--- src/lio_pkg.sv ---
// constants, field layouts and carrier types of the local i/o bus controller with dma
package lio_pkg;
    // ****************************************
    // timing
    // ****************************************
    localparam int CLK_NS = 4;
    localparam int FAST_STROBE_NS = 200;
    localparam int SLOW_STROBE_NS = 800;
    localparam int ROM_STROBE_NS = 120;
    localparam int UDMA0_NS = 120;
    localparam int UDMA1_NS = 80;
    localparam int UDMA2_NS = 60;
    localparam logic [7:0] FAST_STROBE_CYC = 8'((FAST_STROBE_NS + CLK_NS - 1) / CLK_NS);
    localparam logic [7:0] SLOW_STROBE_CYC = 8'((SLOW_STROBE_NS + CLK_NS - 1) / CLK_NS);
    localparam logic [7:0] ROM_STROBE_CYC = 8'((ROM_STROBE_NS + CLK_NS - 1) / CLK_NS);
    localparam logic [7:0] UDMA0_CYC = 8'((UDMA0_NS + CLK_NS - 1) / CLK_NS);
    localparam logic [7:0] UDMA1_CYC = 8'((UDMA1_NS + CLK_NS - 1) / CLK_NS);
    localparam logic [7:0] UDMA2_CYC = 8'((UDMA2_NS + CLK_NS - 1) / CLK_NS);
    localparam logic [7:0] SETUP_CYC = 8'h02;

    // ****************************************
    // register map and fields
    // ****************************************
    localparam logic [7:0] CFG_OFS = 8'h00;
    localparam logic [7:0] DMA_CTRL_OFS = 8'h04;
    localparam logic [7:0] DMA_REQ_OFS = 8'h08;
    localparam logic [7:0] DMA_ADDR_OFS = 8'h0c;
    localparam logic [31:0] CFG_RESET = 32'h0000_0000;
    localparam logic [31:0] DMA_ADDR_RESET = 32'h0000_0000;
    localparam int CFG_BUF_BIT = 0;
    localparam int CFG_FAST_BIT = 1;
    localparam int CFG_WIDE_BIT = 2;
    localparam int CFG_SEL_STRIDE = 3;
    localparam int CFG_SWAP_BIT = 14;
    localparam int CFG_UDMA_BIT = 15;
    localparam int CFG_RATE_LSB = 16;
    localparam int CTRL_START_BIT = 31;
    localparam int CTRL_RESET_BIT = 30;
    localparam int REQ_DIR_BIT = 16;

    // wishbone byte address: bit 24 selects the local bus space, 23-21 the region
    localparam int ADR_W = 25;
    localparam int LOCAL_SPACE_BIT = 24;
    localparam int REGION_LSB = 21;
    localparam logic [2:0] ROM_REGION = 3'h4;

    // ****************************************
    // types
    // ****************************************
    typedef enum logic [2:0] {
        LIO_IDLE = 3'b000,
        LIO_FETCH = 3'b001,
        LIO_SETUP = 3'b010,
        LIO_STROBE = 3'b011,
        LIO_HOLD = 3'b100,
        LIO_DONE = 3'b101,
        LIO_STORE = 3'b110
    } lio_state_t;

    typedef struct packed {
        logic dir;
        logic [15:0] count;
        logic [31:0] addr;
    } lio_dma_entry_t;

    typedef struct packed {
        logic req;
        logic we;
        logic [31:0] addr;
        logic [15:0] wdata;
    } lio_mem_req_t;

    typedef struct packed {
        logic [3:0] sel_n;
        logic rom_n;
        logic dack_n;
        logic rd_n;
        logic wr_n;
        logic buf_en_n;
        logic buf_dir;
        logic [4:0] addr_low;
        logic mdb_oe;
        logic [31:0] mdb;
        logic d_oe;
        logic [15:0] dout;
    } lio_pins_t;

    localparam lio_pins_t PINS_IDLE = '{sel_n: 4'hf, rom_n: 1'b1, dack_n: 1'b1, rd_n: 1'b1, wr_n: 1'b1,
        buf_en_n: 1'b1, buf_dir: 1'b0, addr_low: 5'h00, mdb_oe: 1'b0, mdb: 32'h0, d_oe: 1'b0, dout: 16'h0};
endpackage

--- src/lio_top.sv ---
// local i/o bus controller: wishbone slave, strobe sequencer and two-entry half-word dma
//
// Added by the designer: the register offsets and the Wishbone interface to the registers.
`timescale 1ns/10ps
module lio_top
    import lio_pkg::*;
(
    input wire logic ref_clk,
    input wire logic rst,
    input wire logic wb_cyc_i,
    input wire logic wb_stb_i,
    input wire logic wb_we_i,
    input wire logic [ADR_W-1:0] wb_adr_i,
    input wire logic [3:0] wb_sel_i,
    input wire logic [31:0] wb_dat_i,
    output logic [31:0] wb_dat_o,
    output logic wb_ack_o,
    output logic [3:0] io_select_n,
    output logic rom_select_n,
    output logic io_read_strobe_n,
    output logic io_write_strobe_n,
    input wire logic io_wait_release,
    output logic buffer_direction,
    output logic buffer_enable_n,
    output logic [4:0] local_addr_low,
    input wire logic [15:0] local_data_bus_in,
    output logic [15:0] local_data_bus_out,
    output logic local_data_bus_oe,
    output logic [31:0] memory_data_bus_out,
    output logic memory_data_bus_oe,
    input wire logic dma_request,
    output logic dma_ack_n,
    output lio_mem_req_t mem_cmd,
    input wire logic mem_ack,
    input wire logic [15:0] mem_rdata,
    output logic dma_idle_level,
    output logic dma_accept_ready
);
    // ****************************************
    // pin synchronisers
    // ****************************************
    logic ready_s1, ready_q, dmarq_s1, dmarq_q;
    logic [15:0] data_s1, data_q;

    always_ff @(posedge ref_clk) begin
        if (rst) begin
            ready_s1 <= 1'b1;
            ready_q <= 1'b1;
            dmarq_s1 <= 1'b0;
            dmarq_q <= 1'b0;
            data_s1 <= 16'h0000;
            data_q <= 16'h0000;
        end else begin
            ready_s1 <= io_wait_release;
            ready_q <= ready_s1;
            dmarq_s1 <= dma_request;
            dmarq_q <= dmarq_s1;
            data_s1 <= local_data_bus_in;
            data_q <= data_s1;
        end
    end

    // ****************************************
    // registers and state
    // ****************************************
    logic [31:0] cfg_reg, dma_addr_reg;
    logic dma_reset_reg;
    logic [15:0] req_count_reg;
    logic req_dir_reg;
    lio_dma_entry_t q_reg [2];
    lio_dma_entry_t q_next [2];
    logic [1:0] q_count_reg, q_count_next;
    lio_state_t state_reg;
    logic [7:0] cnt_reg, width_reg;
    logic is_dma_reg, is_rom_reg, beat_reg, wr_cyc_reg;
    logic [15:0] beat0_reg;
    lio_pins_t pins_reg, cpu_pins, dma_pins;

    wire [2:0] region = wb_adr_i[REGION_LSB +: 3];
    wire bus_req = wb_cyc_i && wb_stb_i && !wb_ack_o;
    wire local_hit = wb_adr_i[LOCAL_SPACE_BIT] && (region[2] == 1'b0 || (region == ROM_REGION && !wb_we_i));
    wire reg_req = bus_req && !local_hit;
    wire [7:0] reg_ofs = wb_adr_i[7:0];
    wire ctrl_wr = reg_req && wb_we_i && reg_ofs == DMA_CTRL_OFS && wb_sel_i[3];
    wire [1:0] sel_idx = region[1:0];
    wire cfg_buf = cfg_reg[CFG_SEL_STRIDE * sel_idx + CFG_BUF_BIT];
    wire cfg_fast = cfg_reg[CFG_SEL_STRIDE * sel_idx + CFG_FAST_BIT];
    wire cfg_wide = cfg_reg[CFG_SEL_STRIDE * sel_idx + CFG_WIDE_BIT];
    // submission needs the engine already out of reset and a free slot
    wire push = ctrl_wr && wb_dat_i[CTRL_START_BIT] && !wb_dat_i[CTRL_RESET_BIT] && !dma_reset_reg
        && q_count_reg != 2'd2;
    wire dma_go = !dma_reset_reg && q_count_reg != 2'd0 && q_reg[0].count != 16'h0 && dmarq_q;
    wire cpu_go = bus_req && local_hit;
    wire beat_done = (state_reg == LIO_DONE && is_dma_reg && q_reg[0].dir)
        || (state_reg == LIO_STORE && mem_ack);
    wire pop = q_count_reg != 2'd0 && q_reg[0].count == 16'h0 && state_reg == LIO_IDLE;
    wire [15:0] rd_swapped = cfg_reg[CFG_SWAP_BIT] ? {data_q[7:0], data_q[15:8]} : data_q;
    wire [31:0] cpu_addr = {{(32 - ADR_W){1'b0}}, wb_adr_i};

    function automatic logic [31:0] merge_bytes(input logic [31:0] old, input logic [31:0] wd,
                                               input logic [3:0] sel);
        logic [31:0] r;
        r = old;
        for (int b = 0; b < 4; b++) begin
            if (sel[b]) begin
                r[8*b +: 8] = wd[8*b +: 8];
            end
        end
        return r;
    endfunction

    // ****************************************
    // wishbone register slave
    // ****************************************
    always_ff @(posedge ref_clk) begin
        if (rst) begin
            cfg_reg <= CFG_RESET;
            dma_addr_reg <= DMA_ADDR_RESET;
            dma_reset_reg <= 1'b1;
            req_count_reg <= 16'h0000;
            req_dir_reg <= 1'b0;
        end else if (reg_req && wb_we_i) begin
            case (reg_ofs)
                CFG_OFS: cfg_reg <= merge_bytes(cfg_reg, wb_dat_i, wb_sel_i);
                DMA_ADDR_OFS: dma_addr_reg <= merge_bytes(dma_addr_reg, wb_dat_i, wb_sel_i);
                DMA_REQ_OFS: begin
                    req_count_reg <= wb_dat_i[15:0];
                    req_dir_reg <= wb_dat_i[REQ_DIR_BIT];
                end
                DMA_CTRL_OFS: begin
                    if (wb_sel_i[3]) begin
                        dma_reset_reg <= wb_dat_i[CTRL_RESET_BIT];
                    end
                end
                default: ;
            endcase
        end
    end

    // reads of unmapped offsets answer with zero; local cycles answer from the sequencer
    always_ff @(posedge ref_clk) begin
        if (rst) begin
            wb_ack_o <= 1'b0;
            wb_dat_o <= 32'h0;
        end else begin
            wb_ack_o <= reg_req || (state_reg == LIO_DONE && !is_dma_reg && !(is_rom_reg && !beat_reg));
            if (reg_req && !wb_we_i) begin
                case (reg_ofs)
                    CFG_OFS: wb_dat_o <= cfg_reg;
                    DMA_ADDR_OFS: wb_dat_o <= dma_addr_reg;
                    DMA_CTRL_OFS: wb_dat_o <= {q_count_reg == 2'd0, dma_reset_reg, 13'h0000,
                        q_reg[0].dir, q_reg[0].count};
                    default: wb_dat_o <= 32'h0;
                endcase
            end else if (state_reg == LIO_DONE && !is_dma_reg) begin
                wb_dat_o <= is_rom_reg ? {data_q, beat0_reg} : {16'h0000, data_q};
            end
        end
    end

    // ****************************************
    // dma queue
    // ****************************************
    always_comb begin
        q_next = q_reg;
        q_count_next = q_count_reg;
        if (beat_done) begin
            q_next[0].count = q_reg[0].count - 16'h0001;
            q_next[0].addr = q_reg[0].addr + 32'h2;
        end
        if (pop) begin
            q_next[0] = q_reg[1];
            q_count_next = q_count_reg - 2'd1;
        end
        if (push) begin
            q_next[q_count_next[0]] = '{dir: req_dir_reg, count: req_count_reg, addr: dma_addr_reg};
            q_count_next = q_count_next + 2'd1;
        end
    end

    always_ff @(posedge ref_clk) begin
        if (rst || dma_reset_reg) begin
            q_reg[0] <= '0;
            q_reg[1] <= '0;
            q_count_reg <= 2'd0;
        end else begin
            q_reg <= q_next;
            q_count_reg <= q_count_next;
        end
    end

    always_ff @(posedge ref_clk) begin
        if (rst) begin
            dma_idle_level <= 1'b1;
            dma_accept_ready <= 1'b0;
        end else begin
            dma_idle_level <= q_count_next == 2'd0 || dma_reset_reg;
            dma_accept_ready <= q_count_next != 2'd2 && !dma_reset_reg;
        end
    end

    // ****************************************
    // strobe sequencer
    // ****************************************
    always_comb begin
        cpu_pins = PINS_IDLE;
        if (region == ROM_REGION) begin
            cpu_pins.rom_n = 1'b0;
            cpu_pins.addr_low = {wb_adr_i[5:2], 1'b0};
            cpu_pins.mdb_oe = 1'b1;
            cpu_pins.mdb = cpu_addr;
        end else begin
            cpu_pins.sel_n[sel_idx] = 1'b0;
            cpu_pins.addr_low = wb_adr_i[6:2];
            cpu_pins.mdb_oe = cfg_wide;
            cpu_pins.mdb = cpu_addr;
            cpu_pins.buf_en_n = !cfg_buf;
            cpu_pins.buf_dir = wb_we_i;
            cpu_pins.d_oe = wb_we_i;
            cpu_pins.dout = wb_dat_i[15:0];
        end
        dma_pins = PINS_IDLE;
        dma_pins.dack_n = 1'b0;
        dma_pins.d_oe = q_reg[0].dir;
        dma_pins.dout = mem_rdata;
    end

    logic [7:0] cpu_width, dma_width;
    always_comb begin
        if (region == ROM_REGION) begin
            cpu_width = ROM_STROBE_CYC;
        end else begin
            cpu_width = cfg_fast ? FAST_STROBE_CYC : SLOW_STROBE_CYC;
        end
        if (!cfg_reg[CFG_UDMA_BIT]) begin
            dma_width = FAST_STROBE_CYC;
        end else begin
            case (cfg_reg[CFG_RATE_LSB +: 5])
                5'h01: dma_width = UDMA1_CYC;
                5'h02: dma_width = UDMA2_CYC;
                default: dma_width = UDMA0_CYC;
            endcase
        end
    end

    always_ff @(posedge ref_clk) begin
        if (rst) begin
            state_reg <= LIO_IDLE;
            pins_reg <= PINS_IDLE;
            cnt_reg <= 8'h00;
            width_reg <= FAST_STROBE_CYC;
            is_dma_reg <= 1'b0;
            is_rom_reg <= 1'b0;
            beat_reg <= 1'b0;
            wr_cyc_reg <= 1'b0;
            beat0_reg <= 16'h0000;
            mem_cmd <= '0;
        end else if (is_dma_reg && dma_reset_reg && state_reg != LIO_IDLE) begin
            // a dma reset abandons the beat in flight and releases the bus at once
            state_reg <= LIO_IDLE;
            pins_reg <= PINS_IDLE;
            mem_cmd <= '0;
        end else begin
            case (state_reg)
                LIO_IDLE: begin
                    cnt_reg <= 8'h00;
                    beat_reg <= 1'b0;
                    if (dma_go) begin
                        is_dma_reg <= 1'b1;
                        is_rom_reg <= 1'b0;
                        wr_cyc_reg <= q_reg[0].dir;
                        width_reg <= dma_width;
                        if (q_reg[0].dir) begin
                            mem_cmd <= '{req: 1'b1, we: 1'b0, addr: q_reg[0].addr, wdata: 16'h0000};
                            state_reg <= LIO_FETCH;
                        end else begin
                            pins_reg <= dma_pins;
                            state_reg <= LIO_SETUP;
                        end
                    end else if (cpu_go) begin
                        is_dma_reg <= 1'b0;
                        is_rom_reg <= region == ROM_REGION;
                        wr_cyc_reg <= wb_we_i;
                        width_reg <= cpu_width;
                        pins_reg <= cpu_pins;
                        state_reg <= LIO_SETUP;
                    end
                end
                LIO_FETCH: begin
                    if (mem_ack) begin
                        mem_cmd <= '0;
                        pins_reg <= dma_pins;
                        state_reg <= LIO_SETUP;
                    end
                end
                LIO_SETUP: begin
                    if (cnt_reg == SETUP_CYC - 8'h01) begin
                        cnt_reg <= 8'h01;
                        pins_reg.rd_n <= wr_cyc_reg;
                        pins_reg.wr_n <= !wr_cyc_reg;
                        state_reg <= LIO_STROBE;
                    end else begin
                        cnt_reg <= cnt_reg + 8'h01;
                    end
                end
                LIO_STROBE: begin
                    // ready seen low holds the strobe; release only once width is met and ready is high
                    if (cnt_reg >= width_reg && ready_q) begin
                        pins_reg.rd_n <= 1'b1;
                        pins_reg.wr_n <= 1'b1;
                        state_reg <= LIO_HOLD;
                    end else if (cnt_reg != 8'hff) begin
                        cnt_reg <= cnt_reg + 8'h01;
                    end
                end
                LIO_HOLD: begin
                    pins_reg <= PINS_IDLE;
                    state_reg <= LIO_DONE;
                end
                LIO_DONE: begin
                    cnt_reg <= 8'h00;
                    if (is_dma_reg && !wr_cyc_reg) begin
                        mem_cmd <= '{req: 1'b1, we: 1'b1, addr: q_reg[0].addr, wdata: rd_swapped};
                        state_reg <= LIO_STORE;
                    end else if (is_rom_reg && !beat_reg) begin
                        // second half-word of a rom word: next low address, fresh setup
                        beat_reg <= 1'b1;
                        beat0_reg <= data_q;
                        pins_reg <= cpu_pins;
                        pins_reg.addr_low <= cpu_pins.addr_low + 5'h01;
                        state_reg <= LIO_SETUP;
                    end else begin
                        state_reg <= LIO_IDLE;
                    end
                end
                LIO_STORE: begin
                    if (mem_ack) begin
                        mem_cmd <= '0;
                        state_reg <= LIO_IDLE;
                    end
                end
                default: state_reg <= LIO_IDLE;
            endcase
        end
    end

    assign io_select_n = pins_reg.sel_n;
    assign rom_select_n = pins_reg.rom_n;
    assign dma_ack_n = pins_reg.dack_n;
    assign io_read_strobe_n = pins_reg.rd_n;
    assign io_write_strobe_n = pins_reg.wr_n;
    assign buffer_enable_n = pins_reg.buf_en_n;
    assign buffer_direction = pins_reg.buf_dir;
    assign local_addr_low = pins_reg.addr_low;
    assign memory_data_bus_oe = pins_reg.mdb_oe;
    assign memory_data_bus_out = pins_reg.mdb;
    assign local_data_bus_oe = pins_reg.d_oe;
    assign local_data_bus_out = pins_reg.dout;

    // ****************************************
    // checks
    // ****************************************
    wire any_sel = pins_reg.sel_n != 4'hf || !pins_reg.rom_n || !pins_reg.dack_n;
    wire strobe_on = !pins_reg.rd_n || !pins_reg.wr_n;
    logic [7:0] strobe_len;
    always_ff @(posedge ref_clk) begin
        if (rst || !strobe_on) begin
            strobe_len <= 8'h00;
        end else if (strobe_len != 8'hff) begin
            strobe_len <= strobe_len + 8'h01;
        end
    end

    setup_lead_a: assert property (@(posedge ref_clk) disable iff (rst)
        $rose(strobe_on) |-> $past(any_sel, 1) && $past(any_sel, 2))
        else $error("strobe asserted without two cycles of select setup");
    hold_after_a: assert property (@(posedge ref_clk) disable iff (rst || dma_reset_reg)
        $fell(strobe_on) |-> any_sel ##1 !any_sel)
        else $error("select not held exactly one cycle after strobe");
    strobe_width_a: assert property (@(posedge ref_clk) disable iff (rst || dma_reset_reg)
        $fell(strobe_on) |-> strobe_len >= width_reg)
        else $error("strobe released before its width");
    rom_width_a: assert property (@(posedge ref_clk) disable iff (rst)
        $rose(strobe_on) && !pins_reg.rom_n |-> width_reg == ROM_STROBE_CYC)
        else $error("rom strobe width wrong");
    ready_stretch_a: assert property (@(posedge ref_clk) disable iff (rst || dma_reset_reg)
        state_reg == LIO_STROBE && !ready_q |=> strobe_on)
        else $error("strobe ended while ready low");
    write_data_a: assert property (@(posedge ref_clk) disable iff (rst)
        !pins_reg.wr_n |-> pins_reg.d_oe)
        else $error("write strobe without driven data");
    wide_addr_a: assert property (@(posedge ref_clk) disable iff (rst)
        !pins_reg.rom_n |-> pins_reg.mdb_oe)
        else $error("rom cycle without address on memory data bus");
    accept_full_a: assert property (@(posedge ref_clk) disable iff (rst)
        q_count_reg == 2'd2 |-> !dma_accept_ready)
        else $error("accept-ready while queue full");
    reset_flush_a: assert property (@(posedge ref_clk) disable iff (rst)
        dma_reset_reg |=> q_count_reg == 2'd0 && dma_idle_level)
        else $error("dma reset left entries queued");
    dma_wait_a: assert property (@(posedge ref_clk) disable iff (rst)
        $fell(pins_reg.dack_n) |-> $past(dmarq_q) || $past(mem_cmd.req))
        else $error("dma beat began without request");
endmodule

--- config.mk ---
export PLATFORM = sky130hd
export DESIGN_NAME = lio_top
export DESIGN_NICKNAME = d
export VERILOG_FILES = /design/src/lio_pkg.sv /design/src/lio_top.sv
export SDC_FILE = /design/constraint.sdc
export NUM_CORES = 1
export LEC_CHECK = 0
export BUFFER_PORTS_ARGS = -buffer_cell sky130_fd_sc_hd__buf_2
export CAP_MARGIN = 20
export CELL_PAD_IN_SITES_DETAIL_PLACEMENT = 1
export CELL_PAD_IN_SITES_GLOBAL_PLACEMENT = 1
export CORE_ASPECT_RATIO = 0.6
export CORE_UTILIZATION = 47
export CTS_CLUSTER_DIAMETER = 100
export DETAILED_ROUTE_END_ITERATION = 10
export GPL_TIMING_DRIVEN = 0
export HOLD_SLACK_MARGIN = 0.03
export PLACE_DENSITY_LB_ADDON = 0.1
export SLEW_MARGIN = 5
export SYNTH_ARGS = -nofsm -noshare
export SYNTH_HDL_FRONTEND = slang
export SYNTH_SLANG_ARGS = --single-unit
--- constraint.sdc ---
create_clock -name ref_clk -period 6.4 [get_ports ref_clk]
set_input_delay 1.28 -clock ref_clk [delete_from_list [all_inputs] [get_ports ref_clk]]
set_output_delay 1.28 -clock ref_clk [all_outputs]
set_load 0.01 [all_outputs]
==> flow_metrics.tcl <==
set metrics [dict create \
    fin_nets 2465 \
    synth_flop_cell "dfxtp_1" \
    grt_start_max_net_pins 16 \
    clk_latency_ps 560 \
    dpl_cell_area_um2 20130 \
    finalSetupTns_ps 0 \
    max_freq_mhz 196.6 \
    ir_worst_vdd_uv 184.8 \
    critPathKind "in2reg" \
    vias_per_cell 6.262 \
    maxSlewViolCount 0 \
    initial_core_util_pct 48.01 \
    cp.required_ps 6820 \
    r2r_slack_ps 1730 \
    track_usage_pct 36.31 \
    yosysMostFrequentCell "dfxtp_1" \
    rsz0062_at_grt "no" \
    clk_transition_reported_paths_ps 70 \
    final_antenna_net_count 0 \
    power_switching_mw 1.257 \
    synth_top_area_share_pct 43.80 \
    clock-root-buffer "clkbuf_16" \
    power_frac_comb_pct 4.9 \
    cts_inserted_buffers 39 \
    clk_path_buf_depth 3 \
    synth-edff-count 0 \
    seqPwrFrac_pct 47.7 \
    cts_setup_buffers 0 \
    wl_per_cell_um 25.47 \
    dr.pass1.iters 7 \
    netSwitchingFraction_pct 23.74 \
    cts_hold_repair.buffers 0 \
    ios 251 \
    max_stage_delay_ps 720 \
    grt-ovfl-total 0 \
    maxCapViolations 0 \
    synth_top_area_cell "dfxtp_1" \
    crit_fanout 10 \
    synth-seq-cells 399 \
    worstSetupEndpointType "flop" \
    core-area_um2 37990 \
    die-area_um2 39620 \
    die_y_um 154.6 \
    synthTopCellsByCount "399 x dfxtp_1, 229 x nor2_1, 161 x mux2i_1, 161 x nand2_1, 135 x clkbuf_1" \
    power.density_nw_per_um2 246.3 \
    routed_wl_um 73390 \
    leakagePower_nw 8.309 \
    syn_area_per_cell_um2 8.901 \
    cts_resized 0 \
    outcome "finished clean" \
    finalHoldViolCount 0 \
    intPower_mw 4.038 \
    htreeDepth 2 \
    clock_skew_ps 17.01 \
    yosysSeqAreaShare_pct 43.80 \
    antenna_found_initial 1 \
    arrival_ps 5510 \
    power_frac_clock_pct 47.4 \
    cpMostUsedCell "clkbuf_1" \
    drive_gt1_share_pct 15.80 \
    slew_headroom_pct 34.23 \
    die_w_um 256.3 \
    cts_sinks 399 \
    yosys_warnings 0 \
    async_reset_ff_share_pct 0 \
    place.gp.congestion 1.011 \
    drt_iter0_markers 1860 \
    ys_types 76 \
    port_buffers 240 \
    tightestPinTransition_ps 980.0 \
    vias 18040 \
    period_needed_ps 5087 \
    crit_path_top_delay_cell "buf_1" \
    grt_pass1_wl_um 110500 \
    final_area_um2 21500 \
    setup_viol 0 \
    remaining_drc_errors 0 \
    first_global_vias 17810 \
    crit_chain "buf_2, or4_1, or2_2, clkbuf_1, nor4_2, ha_1, clkbuf_1, buf_1, clkbuf_1, mux2i_1, nor2_1" \
    final.period_utilization_pct 79.48 \
    rows 55 \
    netlist_top_cells_area "dfxtp_1 44%, mux2i_1 8.8%, nor2_1 4.7%" \
    syn_inst 2049 \
    synthToLayoutAreaGrowth_pct 17.91 \
    hpwl_um 55440 \
    tritoncts "done" \
    synth_area_um2 18240 \
    cp-start-kind "input pin" \
    hp-class "reg2reg" \
]
[layout by cell type (no fill, tap or decap), types with 27 or more instances in the layout]
master	synthesis	layout
dfxtp_1	399	399
buf_2	12	252
nor2_1	229	229
nand2_1	161	161
mux2i_1	161	161
clkbuf_1	135	141
a21oi_1	130	130
o21ai_0	79	79
nor3_1	59	58
a211oi_1	58	58
a22oi_1	52	52
nand4_1	48	48
nor2b_1	45	45
clkbuf_16	0	40
nand3_1	37	37
a22o_1	32	32
o22ai_1	27	27
[final cells by class]
type / count / area, µm²
Sequential cell: 399 / 7988
Multi-Input combinational cell: 1465 / 9519
Tap cell: 513 / 641.9
Inverter: 28 / 105.1
Antenna cell: 1 / 2.502
Fill cell: 4516 / 16480
Timing Repair Buffer: 245 / 1242
Buffer: 163 / 653.1
Clock buffer: 54 / 1134
Clock inverter: 13 / 217.7
[path summary, 6_finish.rpt]
check                             from                  to  cells after the start
max                        wb_adr_i[1]                flop                     11
min                ready_s1$_SDFF_PP1_  ready_q$_SDFF_PP1_                      1
max reg2reg  q_count_reg[0]$_SDFF_PP0_                flop                     13
min reg2reg        ready_s1$_SDFF_PP1_  ready_q$_SDFF_PP1_                      1
[power groups by stage]
stage | logic [mW] | registers (mW) | clock network, mW
floorplan | 0.124 | 2.58 | 0
global placement | 0.242 | 2.58 | 0
detailed placement | 0.249 | 2.58 | 0
CTS | 0.253 | 2.53 | 2.52
global route | 0.276 | 2.53 | 2.63
finish | 0.261 | 2.53 | 2.51
[per-layer routing]
metal / vias up / global-route usage [%] / part of all wire (%)
met5: - / 0 / 0
met4: 0 / 10.15 / 2.6
met3: 120 / 8.194 / 10
met2: 864 / 52.87 / 42
met1: 9056 / 53.31 / 46
li1: 8001 / - / -
[stage by stage]
stage / instances / power (mW) / setup WS (ps) / util (%) / hold slack [ps]
floorplan: 2055 / 2.700 / 1895 / - / 389.5
global placement: 2808 / 2.821 / 668.3 / 52.92 / 398.8
detailed placement: 2811 / 2.830 / 467.6 / 53.00 / 395.3
CTS: 2878 / 5.297 / 1044 / 56.56 / 415.0
global route: 2881 / 5.432 / 1127 / 56.61 / 430.3
finish: 2881 / 5.295 / 1313 / 56.61 / 411.3
[worst max-delay path, delay by kind of cell]
family	cells	cell delay, ps
muxes	1	270
and+or+nand+nor	4	1720
adders and majority gates	1	240
buffers and inverters	5	1980
[cell families (layout without fill, tap and decap cells)]
kind of cell / Yosys count / after routing / synth area share (%)
AOI/OAI and AO/OA: 501 / 501 / 18.22
xor gates and xnor gates: 47 / 47 / 2.257
adders and majority gates: 23 / 23 / 1.578
buffers and inverters: 191 / 503 / 4.158
DFF: 399 / 399 / 43.80
muxes: 191 / 191 / 11.43
other: 1 / 8 / 0.02056
and+or+nand+nor: 696 / 696 / 18.54
(Power assumes the default switching activity.)
